==> config.mk <==
export PLATFORM = sky130hd
export DESIGN_NAME = tlds_rx
export DESIGN_NICKNAME = d
export VERILOG_FILES = /design/src/tlds_pkg.sv /design/src/tlds_rx.sv
export SDC_FILE = /design/constraint.sdc
export NUM_CORES = 1
export LEC_CHECK = 0
export ABC_AREA = 0
export BUFFER_PORTS_ARGS = -buffer_cell sky130_fd_sc_hd__clkbuf_2
export CAP_MARGIN = 20
export CORE_MARGIN = 2
export CORE_UTILIZATION = 54
export CTS_CLUSTER_SIZE = 25
export DETAILED_ROUTE_END_ITERATION = 10
export HOLD_SLACK_MARGIN = 0.02
export PLACE_DENSITY = 0.73
export SYNTH_ARGS = -nofsm -noshare
export SYNTH_HDL_FRONTEND = slang
export SYNTH_SLANG_ARGS = --single-unit
export TNS_END_PERCENT = 5
==> constraint.sdc <==
create_clock -name sys_clk -period 11.17 [get_ports sys_clk]
set_clock_uncertainty 0.1 [all_clocks]
set_input_delay 1.117 -clock sys_clk [delete_from_list [all_inputs] [get_ports sys_clk]]
set_output_delay 1.117 -clock sys_clk [all_outputs]
set_load 0.02 [all_outputs]
==> src/tlds_pkg.sv <==
// Constants and carrier types for the three-lane seven-to-one deserializer.
// Assumes a 100 MHz system clock that oversamples the forwarded link clock.
package tlds_pkg;
  // ==========================================================
  // Geometry
  localparam int LANES = 3;
  localparam int BITS_PER_LANE = 7;
  localparam int WORD_W = LANES * BITS_PER_LANE;
  localparam int CNT_W = 8;
  // ==========================================================
  // Timing, each time in its own unit; sleep, lock and loss times then as cycle counts
  localparam int SYS_CLK_MHZ = 100;
  localparam int LINK_PER_MIN_PS = 11760;
  localparam int LINK_PER_MAX_PS = 83330;
  localparam int SLEEP_ENTRY_NS = 1000;
  localparam int SLEEP_ENTRY_CYC = (SLEEP_ENTRY_NS * SYS_CLK_MHZ) / 1000;
  localparam int PLL_LOCK_TIME_MS = 10;
  localparam int PLL_LOCK_CYC = PLL_LOCK_TIME_MS * SYS_CLK_MHZ * 1000;
  // Clock declared lost after this long without a rising edge
  localparam int LOSS_NS = 2000;
  localparam logic [CNT_W-1:0] LOSS_CYC =
    CNT_W'((LOSS_NS * SYS_CLK_MHZ) / 1000);
  // Consecutive steady periods needed before the word is trusted
  localparam logic [2:0] LOCK_EDGES = 3'h4;
  // ==========================================================
  // Reset values
  localparam logic [WORD_W-1:0] WORD_RST = 21'h000000;
  // ==========================================================
  // Types
  typedef enum logic [1:0] {
    TLDS_SLEEP = 2'b00,
    TLDS_ACQ = 2'b01,
    TLDS_LOCK = 2'b11,
    TLDS_LOST = 2'b10
  } tlds_state_type;

  typedef struct packed {
    logic [WORD_W-1:0] word; // Parallel data word
    logic strobe; // Regenerated strobe clock
  } tlds_out_type;
endpackage

==> src/tlds_rx.sv <==
// Three-lane seven-to-one deserializer, receive side.
// Assumes the forwarded clock and lanes arrive asynchronously and are
// oversampled by sys_clk; the link clock is slow enough for that.
`timescale 1ns/1ns
`default_nettype none
module tlds_rx
  import tlds_pkg::*;
#(
  parameter int LOCK_LIMIT_CYC = PLL_LOCK_CYC
) (
  input wire logic sys_clk, // System clock, 100 MHz
  input wire logic arst_n, // Asynchronous reset, active low
  input wire logic forwarded_link_clock, // Forwarded clock lane
  input wire logic [LANES-1:0] serial_data_lane, // Serial data lanes
  input wire logic sleep_n, // Power-down request, active low
  output tlds_out_type parallel_word_out // Word and strobe clock
);

  // ==========================================================
  // Input synchronisers
  logic [LANES+1:0] sync1_r, sync2_r;
  logic clk_d_r;
  logic clk_s, sleep_s;
  logic [LANES-1:0] lane_s, lane_d_r;

  // Two flops per pin before the receive logic reads it; the check counter reads sleep_n raw
  always_ff @(posedge sys_clk or negedge arst_n) begin
    if (!arst_n) begin
      sync1_r <= '0;
      sync2_r <= '0;
      clk_d_r <= 1'b0;
      lane_d_r <= '0;
    end else begin
      sync1_r <= {sleep_n, forwarded_link_clock, serial_data_lane};
      sync2_r <= sync1_r;
      clk_d_r <= sync2_r[LANES];
      // Lanes lag one more cycle so count zero sees the edge's own sample
      lane_d_r <= lane_s;
    end
  end

  assign lane_s = sync2_r[LANES-1:0];
  assign clk_s = sync2_r[LANES];
  assign sleep_s = sync2_r[LANES+1];

  // ==========================================================
  // Bit sample positions from the last two measured periods
  logic [CNT_W-1:0] cnt_r, cnt_nxt, per_r, per_nxt, prev_r, prev_nxt;
  logic [BITS_PER_LANE-1:0] hit;
  logic [CNT_W:0] two_per;

  // Two periods summed: a single period is only known to +-1 cycle,
  // which at under two samples per bit pushes the last bits off centre
  assign two_per = {1'b0, per_r} + {1'b0, prev_r};
  // Centre of bit k is two_per*(2k+1)/28 cycles after the rising edge
  for (genvar k = 0; k < BITS_PER_LANE; k++) begin : g_pos
    logic [CNT_W+4:0] prod;
    assign prod = {4'h0, two_per} * (CNT_W+5)'(2 * k + 1);
    assign hit[k] = (cnt_r == CNT_W'(prod / (4 * BITS_PER_LANE)));
  end

  // ==========================================================
  // Datapath and control state
  logic [LANES*BITS_PER_LANE-1:0] bits_r, bits_nxt, cap_r, cap_nxt;
  tlds_state_type st_r, st_nxt;
  logic [2:0] good_r, good_nxt;
  tlds_out_type out_r, out_nxt;
  logic rise, steady, loss;

  assign rise = clk_s & ~clk_d_r;
  assign steady = (per_nxt <= per_r + CNT_W'(1)) &&
                  (per_nxt + CNT_W'(1) >= per_r);
  assign loss = (cnt_r == LOSS_CYC);

  // Next values of counters, sample store, state and outputs
  always_comb begin
    cnt_nxt = cnt_r;
    per_nxt = per_r;
    prev_nxt = prev_r;
    bits_nxt = bits_r;
    cap_nxt = cap_r;
    st_nxt = st_r;
    good_nxt = good_r;
    out_nxt = out_r;
    // Period measured every rising edge; counter saturates when clock stops
    if (rise) begin
      cnt_nxt = '0;
      per_nxt = cnt_r + CNT_W'(1);
      prev_nxt = per_r;
    end else if (!loss) begin
      cnt_nxt = cnt_r + CNT_W'(1);
    end
    for (int n = 0; n < LANES; n++) begin
      for (int b = 0; b < BITS_PER_LANE; b++) begin
        if (hit[b]) begin
          bits_nxt[n*BITS_PER_LANE+b] = lane_d_r[n];
        end
      end
    end
    unique case (st_r)
      TLDS_SLEEP: begin
        out_nxt = '{word: WORD_RST, strobe: 1'b0};
        good_nxt = '0;
        if (sleep_s) begin
          st_nxt = TLDS_ACQ;
        end
      end
      TLDS_ACQ: begin
        out_nxt.strobe = 1'b0;
        if (rise) begin
          // Last bit may be sampled in the edge cycle itself
          cap_nxt = bits_nxt;
          if (!steady) begin
            good_nxt = '0;
          end else if (good_r == LOCK_EDGES - 3'h1) begin
            st_nxt = TLDS_LOCK;
          end else begin
            good_nxt = good_r + 3'h1;
          end
        end else if (loss) begin
          st_nxt = TLDS_LOST;
        end
      end
      TLDS_LOCK: begin
        if (rise) begin
          // Word of period n-1 goes out while period n+1 is sampled
          cap_nxt = bits_nxt;
          out_nxt.word = cap_r;
          out_nxt.strobe = 1'b0;
          if (!steady) begin
            st_nxt = TLDS_ACQ;
            good_nxt = '0;
          end
        end else if (loss) begin
          st_nxt = TLDS_LOST;
        end else if (cnt_r == (per_r >> 1)) begin
          // Rise in mid-period gives the word half a period of setup
          out_nxt.strobe = 1'b1;
        end
      end
      TLDS_LOST: begin
        out_nxt.strobe = 1'b1;
        good_nxt = '0;
        if (rise) begin
          st_nxt = TLDS_ACQ;
        end
      end
    endcase
    // Sleep overrides state and outputs in the cycle it is seen
    if (!sleep_s) begin
      st_nxt = TLDS_SLEEP;
      out_nxt = '{word: WORD_RST, strobe: 1'b0};
    end
  end

  // Register the next values
  always_ff @(posedge sys_clk or negedge arst_n) begin
    if (!arst_n) begin
      cnt_r <= '0;
      per_r <= '0;
      prev_r <= '0;
      bits_r <= WORD_RST;
      cap_r <= WORD_RST;
      st_r <= TLDS_SLEEP;
      good_r <= '0;
      out_r <= '{word: WORD_RST, strobe: 1'b0};
    end else begin
      cnt_r <= cnt_nxt;
      per_r <= per_nxt;
      prev_r <= prev_nxt;
      bits_r <= bits_nxt;
      cap_r <= cap_nxt;
      st_r <= st_nxt;
      good_r <= good_nxt;
      out_r <= out_nxt;
    end
  end

  assign parallel_word_out = out_r;

  // ==========================================================
  // Checks
  logic [CNT_W-1:0] slp_cnt_r;
  logic [31:0] acq_cyc_r;

  // Helper counters: cycles with sleep_n low, cycles spent acquiring
  always_ff @(posedge sys_clk or negedge arst_n) begin
    if (!arst_n) begin
      slp_cnt_r <= '0;
      acq_cyc_r <= '0;
    end else begin
      if (sleep_n) begin
        slp_cnt_r <= '0;
      end else if (slp_cnt_r != 8'hFF) begin
        slp_cnt_r <= slp_cnt_r + 8'h01;
      end
      if (st_r == TLDS_ACQ && sync2_r[LANES+1]) begin
        acq_cyc_r <= acq_cyc_r + 32'h00000001;
      end else begin
        acq_cyc_r <= '0;
      end
    end
  end
endmodule
`default_nettype wire

* Word level (Yosys, flattened, before mapping)
Index checks and enable logic that the tools add are counted.
** Cells by class
- Equality and inequality tests :: 26
- $lt $le $gt $ge :: 2
- Multipliers :: 6
- Mux-type cells :: 46
- Add/sub/neg operators :: 5
- Div/mod/pow operators :: 7
- Bitwise operators :: 2
- Reduce and logical (&&, ||, !) cells :: 10
** Operators by type and width (count)
- $div A13 B5 Y32 const B :: 3
- $div A12 B5 Y32 const B :: 2
- $eq A8 B8 Y1 :: 7
- $pmux W21 S2 :: 1
- $mul A9 B4 Y13 const B :: 3
- $div A11 B5 Y32 const B :: 1
- $div A9 B5 Y32 const B :: 1
- $add A8 B1 Y8 const B :: 3
- $mul A9 B3 Y12 const B :: 2
- $mux W1 :: 24
- $mux W8 :: 3
- $mux W22 :: 1
- $mux W21 :: 1
- $ne A4 B4 Y1 const B :: 5
- $mux W2 :: 8
- $mux W3 :: 5
- $mul A9 B2 Y11 const B :: 1
- $add A8 B8 Y9 :: 1
- $ne A3 B3 Y1 const B :: 3
- $pmux W3 S3 :: 1
- $eq A8 B7 Y1 :: 1
- $eq A8 B8 Y1 const B :: 1
- $ge A8 B8 Y1 :: 1
- $le A8 B8 Y1 :: 1
- other kinds (15) :: 24
** Storage, ports and cells
- Output and inout port bits :: 22
- Input port bits :: 7
- Logic and storage cells :: 117
- Flip-flop bits (word level) :: 107

* Longest topological paths before layout
- Word-level depth :: 10
- Mapped depth :: 41
- Mapped depth without buffers :: 38

* Least setup slack after synthesis
OpenSTA, ideal clock, no wires.
- Path kind :: register -> register
- Start point :: reg per_r[0]
- End point :: reg cap_r[20]
- Setup slack :: 427 ps
- Clock period less this slack :: 10743 ps
- Buffers on the path :: 1
- Cell stages (with the launch flop) :: 39
- Arrival time :: 10518 ps
- Setup time :: 125 ps
- Required time :: 10945 ps
- Cell sequence :: dfrtp_1 ha_1 fa_1 xnor2_1 inv_1 ha_1 inv_1 fa_1 inv_1 fa_1 a21o_1 a21oi_1 o21bai_1 a21oi_1 o21bai_1 a21oi_1 xor2_1 or2_2 [... 3 more ...] nand2b_1 mux2_2 a22oi_1 o221ai_1 o311ai_1 mux2i_1 a2111oi_1 nand2_1 o211a_1 or3_1 a21oi_1 o31ai_1 or3_1 a211o_1 xnor2_1 nor4_1 mux2_2 mux2_2
** On the way
- Longest elaborated chain between the ends :: 5
** RTL lines
- start, declared :: RTL line tlds_rx.sv:48 : logic [CNT_W-1:0] cnt_r, cnt_nxt, per_r, per_nxt, prev_r, prev_nxt;
- start signal, assigned :: RTL line tlds_rx.sv:169 : per_r <= per_nxt;
- $add A8 B8 Y9 :: RTL line tlds_rx.sv:54 : assign two_per = {1'b0, per_r} + {1'b0, prev_r};
- $mul A9 B4 Y13 :: RTL line tlds_rx.sv:58 : assign prod = {4'h0, two_per} * (CNT_W+5)'(2 * k + 1);
- $div A13 B5 Y32 :: RTL line tlds_rx.sv:59 : assign hit[k] = (cnt_r == CNT_W'(prod / (4 * BITS_PER_LANE)));
- $eq A8 B8 Y1 :: RTL line tlds_rx.sv:59
- $mux W1 :: RTL line tlds_rx.sv:95 : if (hit[b]) begin
- net bits_nxt[20] :: RTL line tlds_rx.sv:64 : logic [LANES*BITS_PER_LANE-1:0] bits_r, bits_nxt, cap_r, cap_nxt;
- end signal, assigned :: RTL line tlds_rx.sv:172 : cap_r <= cap_nxt;
- end, declared :: RTL line tlds_rx.sv:64
The timed path passes the listed nets, and every way through them passes these cells.
A chain may end at the register's enable or synchronous reset.

* Final worst setup path
- Start point :: reg per_r[0]
- End point :: reg cap_r[18]
** On the way
- Longest elaborated chain between the ends :: 5
** RTL lines (RTL line)
- $add A8 B8 Y9 :: tlds_rx.sv:54
- $mul A9 B4 Y13 :: tlds_rx.sv:58
- $div A13 B5 Y32 :: tlds_rx.sv:59
- $eq A8 B8 Y1 :: tlds_rx.sv:59
- $mux W1 :: tlds_rx.sv:95
No other way between the ends.

==> summary.md <==
| Metric | Value |
|---|---|
| Setup Crit Path Kind | reg -> reg |
| Max Slew Vio Count | 0 |
| Placer Congestion | 0.8961 |
| Post-synth EDFFs | 0 |
| Antenna Nets Post-Route | 0 |
| CP max stage cell | or4_1 |
| FP Rows | 59 |
| First-pass GRT wire length | a little over 60 mm |
| Final net count | 1857 |
| 1st-pass router iterations | 5 |
| Clock Pin Slew Worst Setup and Hold Paths | 0.08 ns |
| GR Layer Usage met2 | 44.61% |
| N_diodes | 0 |
| FMAX | 0.09350 GHz |
| Final worst path period share | 95.75% |
| Syn Inst Count | 1691 |
| Max_slew headroom | a little over a quarter |
| DR WL/cell | 17.80 um |
| Dpl cell area | 14610 sq um |
| Total number of yosys warnings | 0 |
| Vias/cell | approximately 6.3 |
| Crit path time final | 10.69 ns |
| Final WL | 36.48 mm |
| DR iter-0 viols | 1009 |
| Clock sink count | 107 |
| Final Cell Area | ~15000 sq um |
| Via total after detailed routing | 12820 |
| Share of cells above drive strength 1 | 12.37% |
| R2r worst-path depth | 36 |
| Post-synthesis register bit count | 107 |
| Syn nets | ~1800 |
| Die X | ~170 um |
| Total GRT Usage | 25.84% |
| Worst flop-to-flop path startpoint | per_r[0] |
| Total CTS buffers | 9 |
| Slowest cell delay on critical path | 0.53 ns |
| Post-synthesis async set-or-reset flop share | 100.0% |
| Worst min-delay path category | reg -> reg |
| Register area | between 2000 and 3000 sq um |
| CP endpoint kind | register |
| GRT met1 Usage | approximately 35% |
| Setup violators final | 0 |
| Status | finished, final reports clean |
| Initial antenna violation count | 0 |
| Worst Setup Start Kind | register |
| Hold-fix buffers at CTS | 0 |
| Initial Utilization | between 50% and 60% |
| Hold_sp | sync1_r[2] |
| Vias in the first global route | 12160 |
| Most used cell, CP | ha_1 |
| Latest clock arrival within the worst-skew pair | 0.35 ns |
| Final hold violations | 0 |
| Met3 usage | 1.954% |
| FILL cells | 2259 |
| Die ar. | 27480 sq um |
| Busiest grt layer | met2 |
| Gr ovfl total | 0 |
| Layout Utilization | slightly below 60% |
| Largest net degree at the start of global routing | 61 |
| Max Cap Viol | 0 |
| Detail Placement HPWL | around 28 mm |
| H-tree Lvls | 3 |
| I/O pin count | 29 |
| CTS tree | built |
| Worst slew pin tran | 1.092 ns |
| Register area share after synthesis | roughly a fifth |
| Placed Cells | roughly 2000 |
| Synth cell types | about 120 |
| Critical path required time | ~11 ns |
| I/O Buffers | 28 |
| Arrival time worst endpoint | ~11 ns |
| Core area | 25910 sq um |
| Multi-input logic area | between 10000 and 15000 sq um |
| Cell Area, Synth | 14130 sq um |
| R2r endpoint | cap_r[18] |
| FF-to-FF setup slack | 0.48 ns |
| Hold Path End | sync2_r[2] |
| DRC viols | 0 |
| Worst-path maximum fanout | 10 |
| Die Span Y | 165.8 um |
| Fin cells | about 2000 |
| CTS Buffer Depth | 2 |
| Syn avg cell area | between 8 and 9 sq um |
| WHS Path Cells | 0 |
| Ys flop type | dfrtp_1 |
| Area Growth Syn to Fin | 6.809% |
| RSZ-0062 raised after global routing | true |
| Root Driver | clkbuf_16 |
-- how the worst max path moves through the flow --
stage / startpoint / to / slack [ns] / cells past startpoint
final: per_r[0] / cap_r[18] / 0.48 / 36
after global placement: per_r[0] / cap_r[4] / 0.66 / 36
after CTS: per_r[0] / cap_r[18] / 0.25 / 36
after global routing: per_r[0] / cap_r[18] / -0.06 / 36
after floorplan: per_r[0] / cap_r[20] / 0.43 / 38
after detailed placement: per_r[0] / cap_r[18] / 0.26 / 36
-- per-stage QoR --
stage	setup slack, ns	hold slack, ns	TNS (ns)
detailed placement	0.2558	0.2364	0
finish	0.4751	0.2536	0
global placement	0.6562	0.2318	0
global route	-0.05798	0.2576	-0.1147
CTS	0.2464	0.2551	0
floorplan	0.4274	0.2312	0
-- sequential cells by signal (all words and copies together) (netlist names) --
| name | cells |
|---|---|
| per_r | 8 |
| lane_d_r | 3 |
| sync2_r | 5 |
| cnt_r | 8 |
| sync1_r | 5 |
| bits_r | 21 |
| clk_d_r | 1 |
| good_r | 3 |
| parallel_word_out | 22 |
| st_r | 2 |
| cap_r | 21 |
| prev_r | 8 |
-- cell type report --
cell class	instances	share of cell area, %
clock buffer	9	1.492
tap	335	2.777
sequential	107	17.74
inverter	123	3.059
clock inverter	7	0.5886
multi-input combinational	1415	72.14
timing repair buffer	53	2.205
-- critical path: cells and delay by family, from the launching register on --
| family | cells | cell delay [ns] |
|---|---|---|
| AND/OR/NAND/NOR | 11 | 3.28 |
| flip-flops | 1 | 0.45 |
| multiplexers | 3 | 1.06 |
| AO/OA/AOI/OAI | 15 | 3.43 |
| XOR/XNOR | 1 | 0.21 |
| adder cells (fa/ha/maj) | 6 | 1.99 |
-- per-layer routing --
layer | wire (um) | share of wire (%)
met1 | 16780 | 46
met2 | 17560 | 48
met3 | 1467 | 4.0
met4 | 675 | 1.9
met5 | 0 | 0
-- cells by family (layout without fill, tap and decap cells) --
kind of cell	Yosys count	after routing	synth area share (%)
simple gates	511	511	18.96
compound gates	488	488	24.52
xor+xnor	199	199	12.67
buf+inv	169	192	4.888
fa+ha+maj	151	151	14.79
flops	107	107	18.95
mux	66	66	5.233
-- layout by cell type (no fill, tap or decap), types with 10 or more instances in the layout --
master,count
o221ai_1,11
fa_1,30
nand2_1,119
a211o_1,12
mux2_2,46
a21o_1,24
xnor2_1,146
or2_2,20
mux2i_1,16
nand3_1,47
o21ai_0,87
nor3_1,39
dfrtp_1,107
a21oi_1,93
a211oi_1,19
inv_1,120
nor2b_1,21
xor2_1,47
o21a_1,13
o21bai_1,18
a22o_1,22
and3_1,21
nor2_1,107
clkbuf_2,29
maj3_1,10
a31oi_1,25
nand4_1,22
ha_1,111
o211ai_1,23
buf_4,23
nand2b_1,14
nor4_1,15
o31ai_1,12
or3_1,11
and2_1,21
-- what timing repair did --
action / CTS / global route
endpoints found under the setup margin: 0 / 13
resized for setup: 0 / 21
buffers inserted: 0 / 3
-- cell usage after synthesis (11+ instances only) --
cell | n | area [sq um]
xnor2_1 | 148 | 1296
inv_1 | 120 | 450.4
nand2_1 | 119 | 446.7
ha_1 | 111 | 1389
dfrtp_1 | 107 | 2678
nor2_1 | 107 | 401.6
a21oi_1 | 95 | 475.5
o21ai_0 | 87 | 435.4
nand3_1 | 47 | 235.2
xor2_1 | 47 | 411.6
mux2_2 | 46 | 518.0
nor3_1 | 39 | 195.2
clkbuf_1 | 31 | 116.4
fa_1 | 30 | 600.6
a31oi_1 | 26 | 162.7
a21o_1 | 24 | 180.2
o211ai_1 | 23 | 172.7
a22o_1 | 22 | 192.7
nand4_1 | 22 | 137.6
and2_1 | 21 | 131.4
and3_1 | 21 | 131.4
nor2b_1 | 21 | 131.4
a211oi_1 | 20 | 150.1
or2_2 | 20 | 125.1
o21bai_1 | 18 | 135.1
mux2i_1 | 17 | 170.2
nor4_1 | 15 | 93.84
nand2b_1 | 14 | 87.58
a211o_1 | 13 | 113.9
o21a_1 | 13 | 97.59
o31ai_1 | 13 | 97.59
o221ai_1 | 11 | 96.34
or3_1 | 11 | 68.82
Power is not shown: default switching activity piles up to over one toggle a cycle in this logic, so the estimate is an artifact.
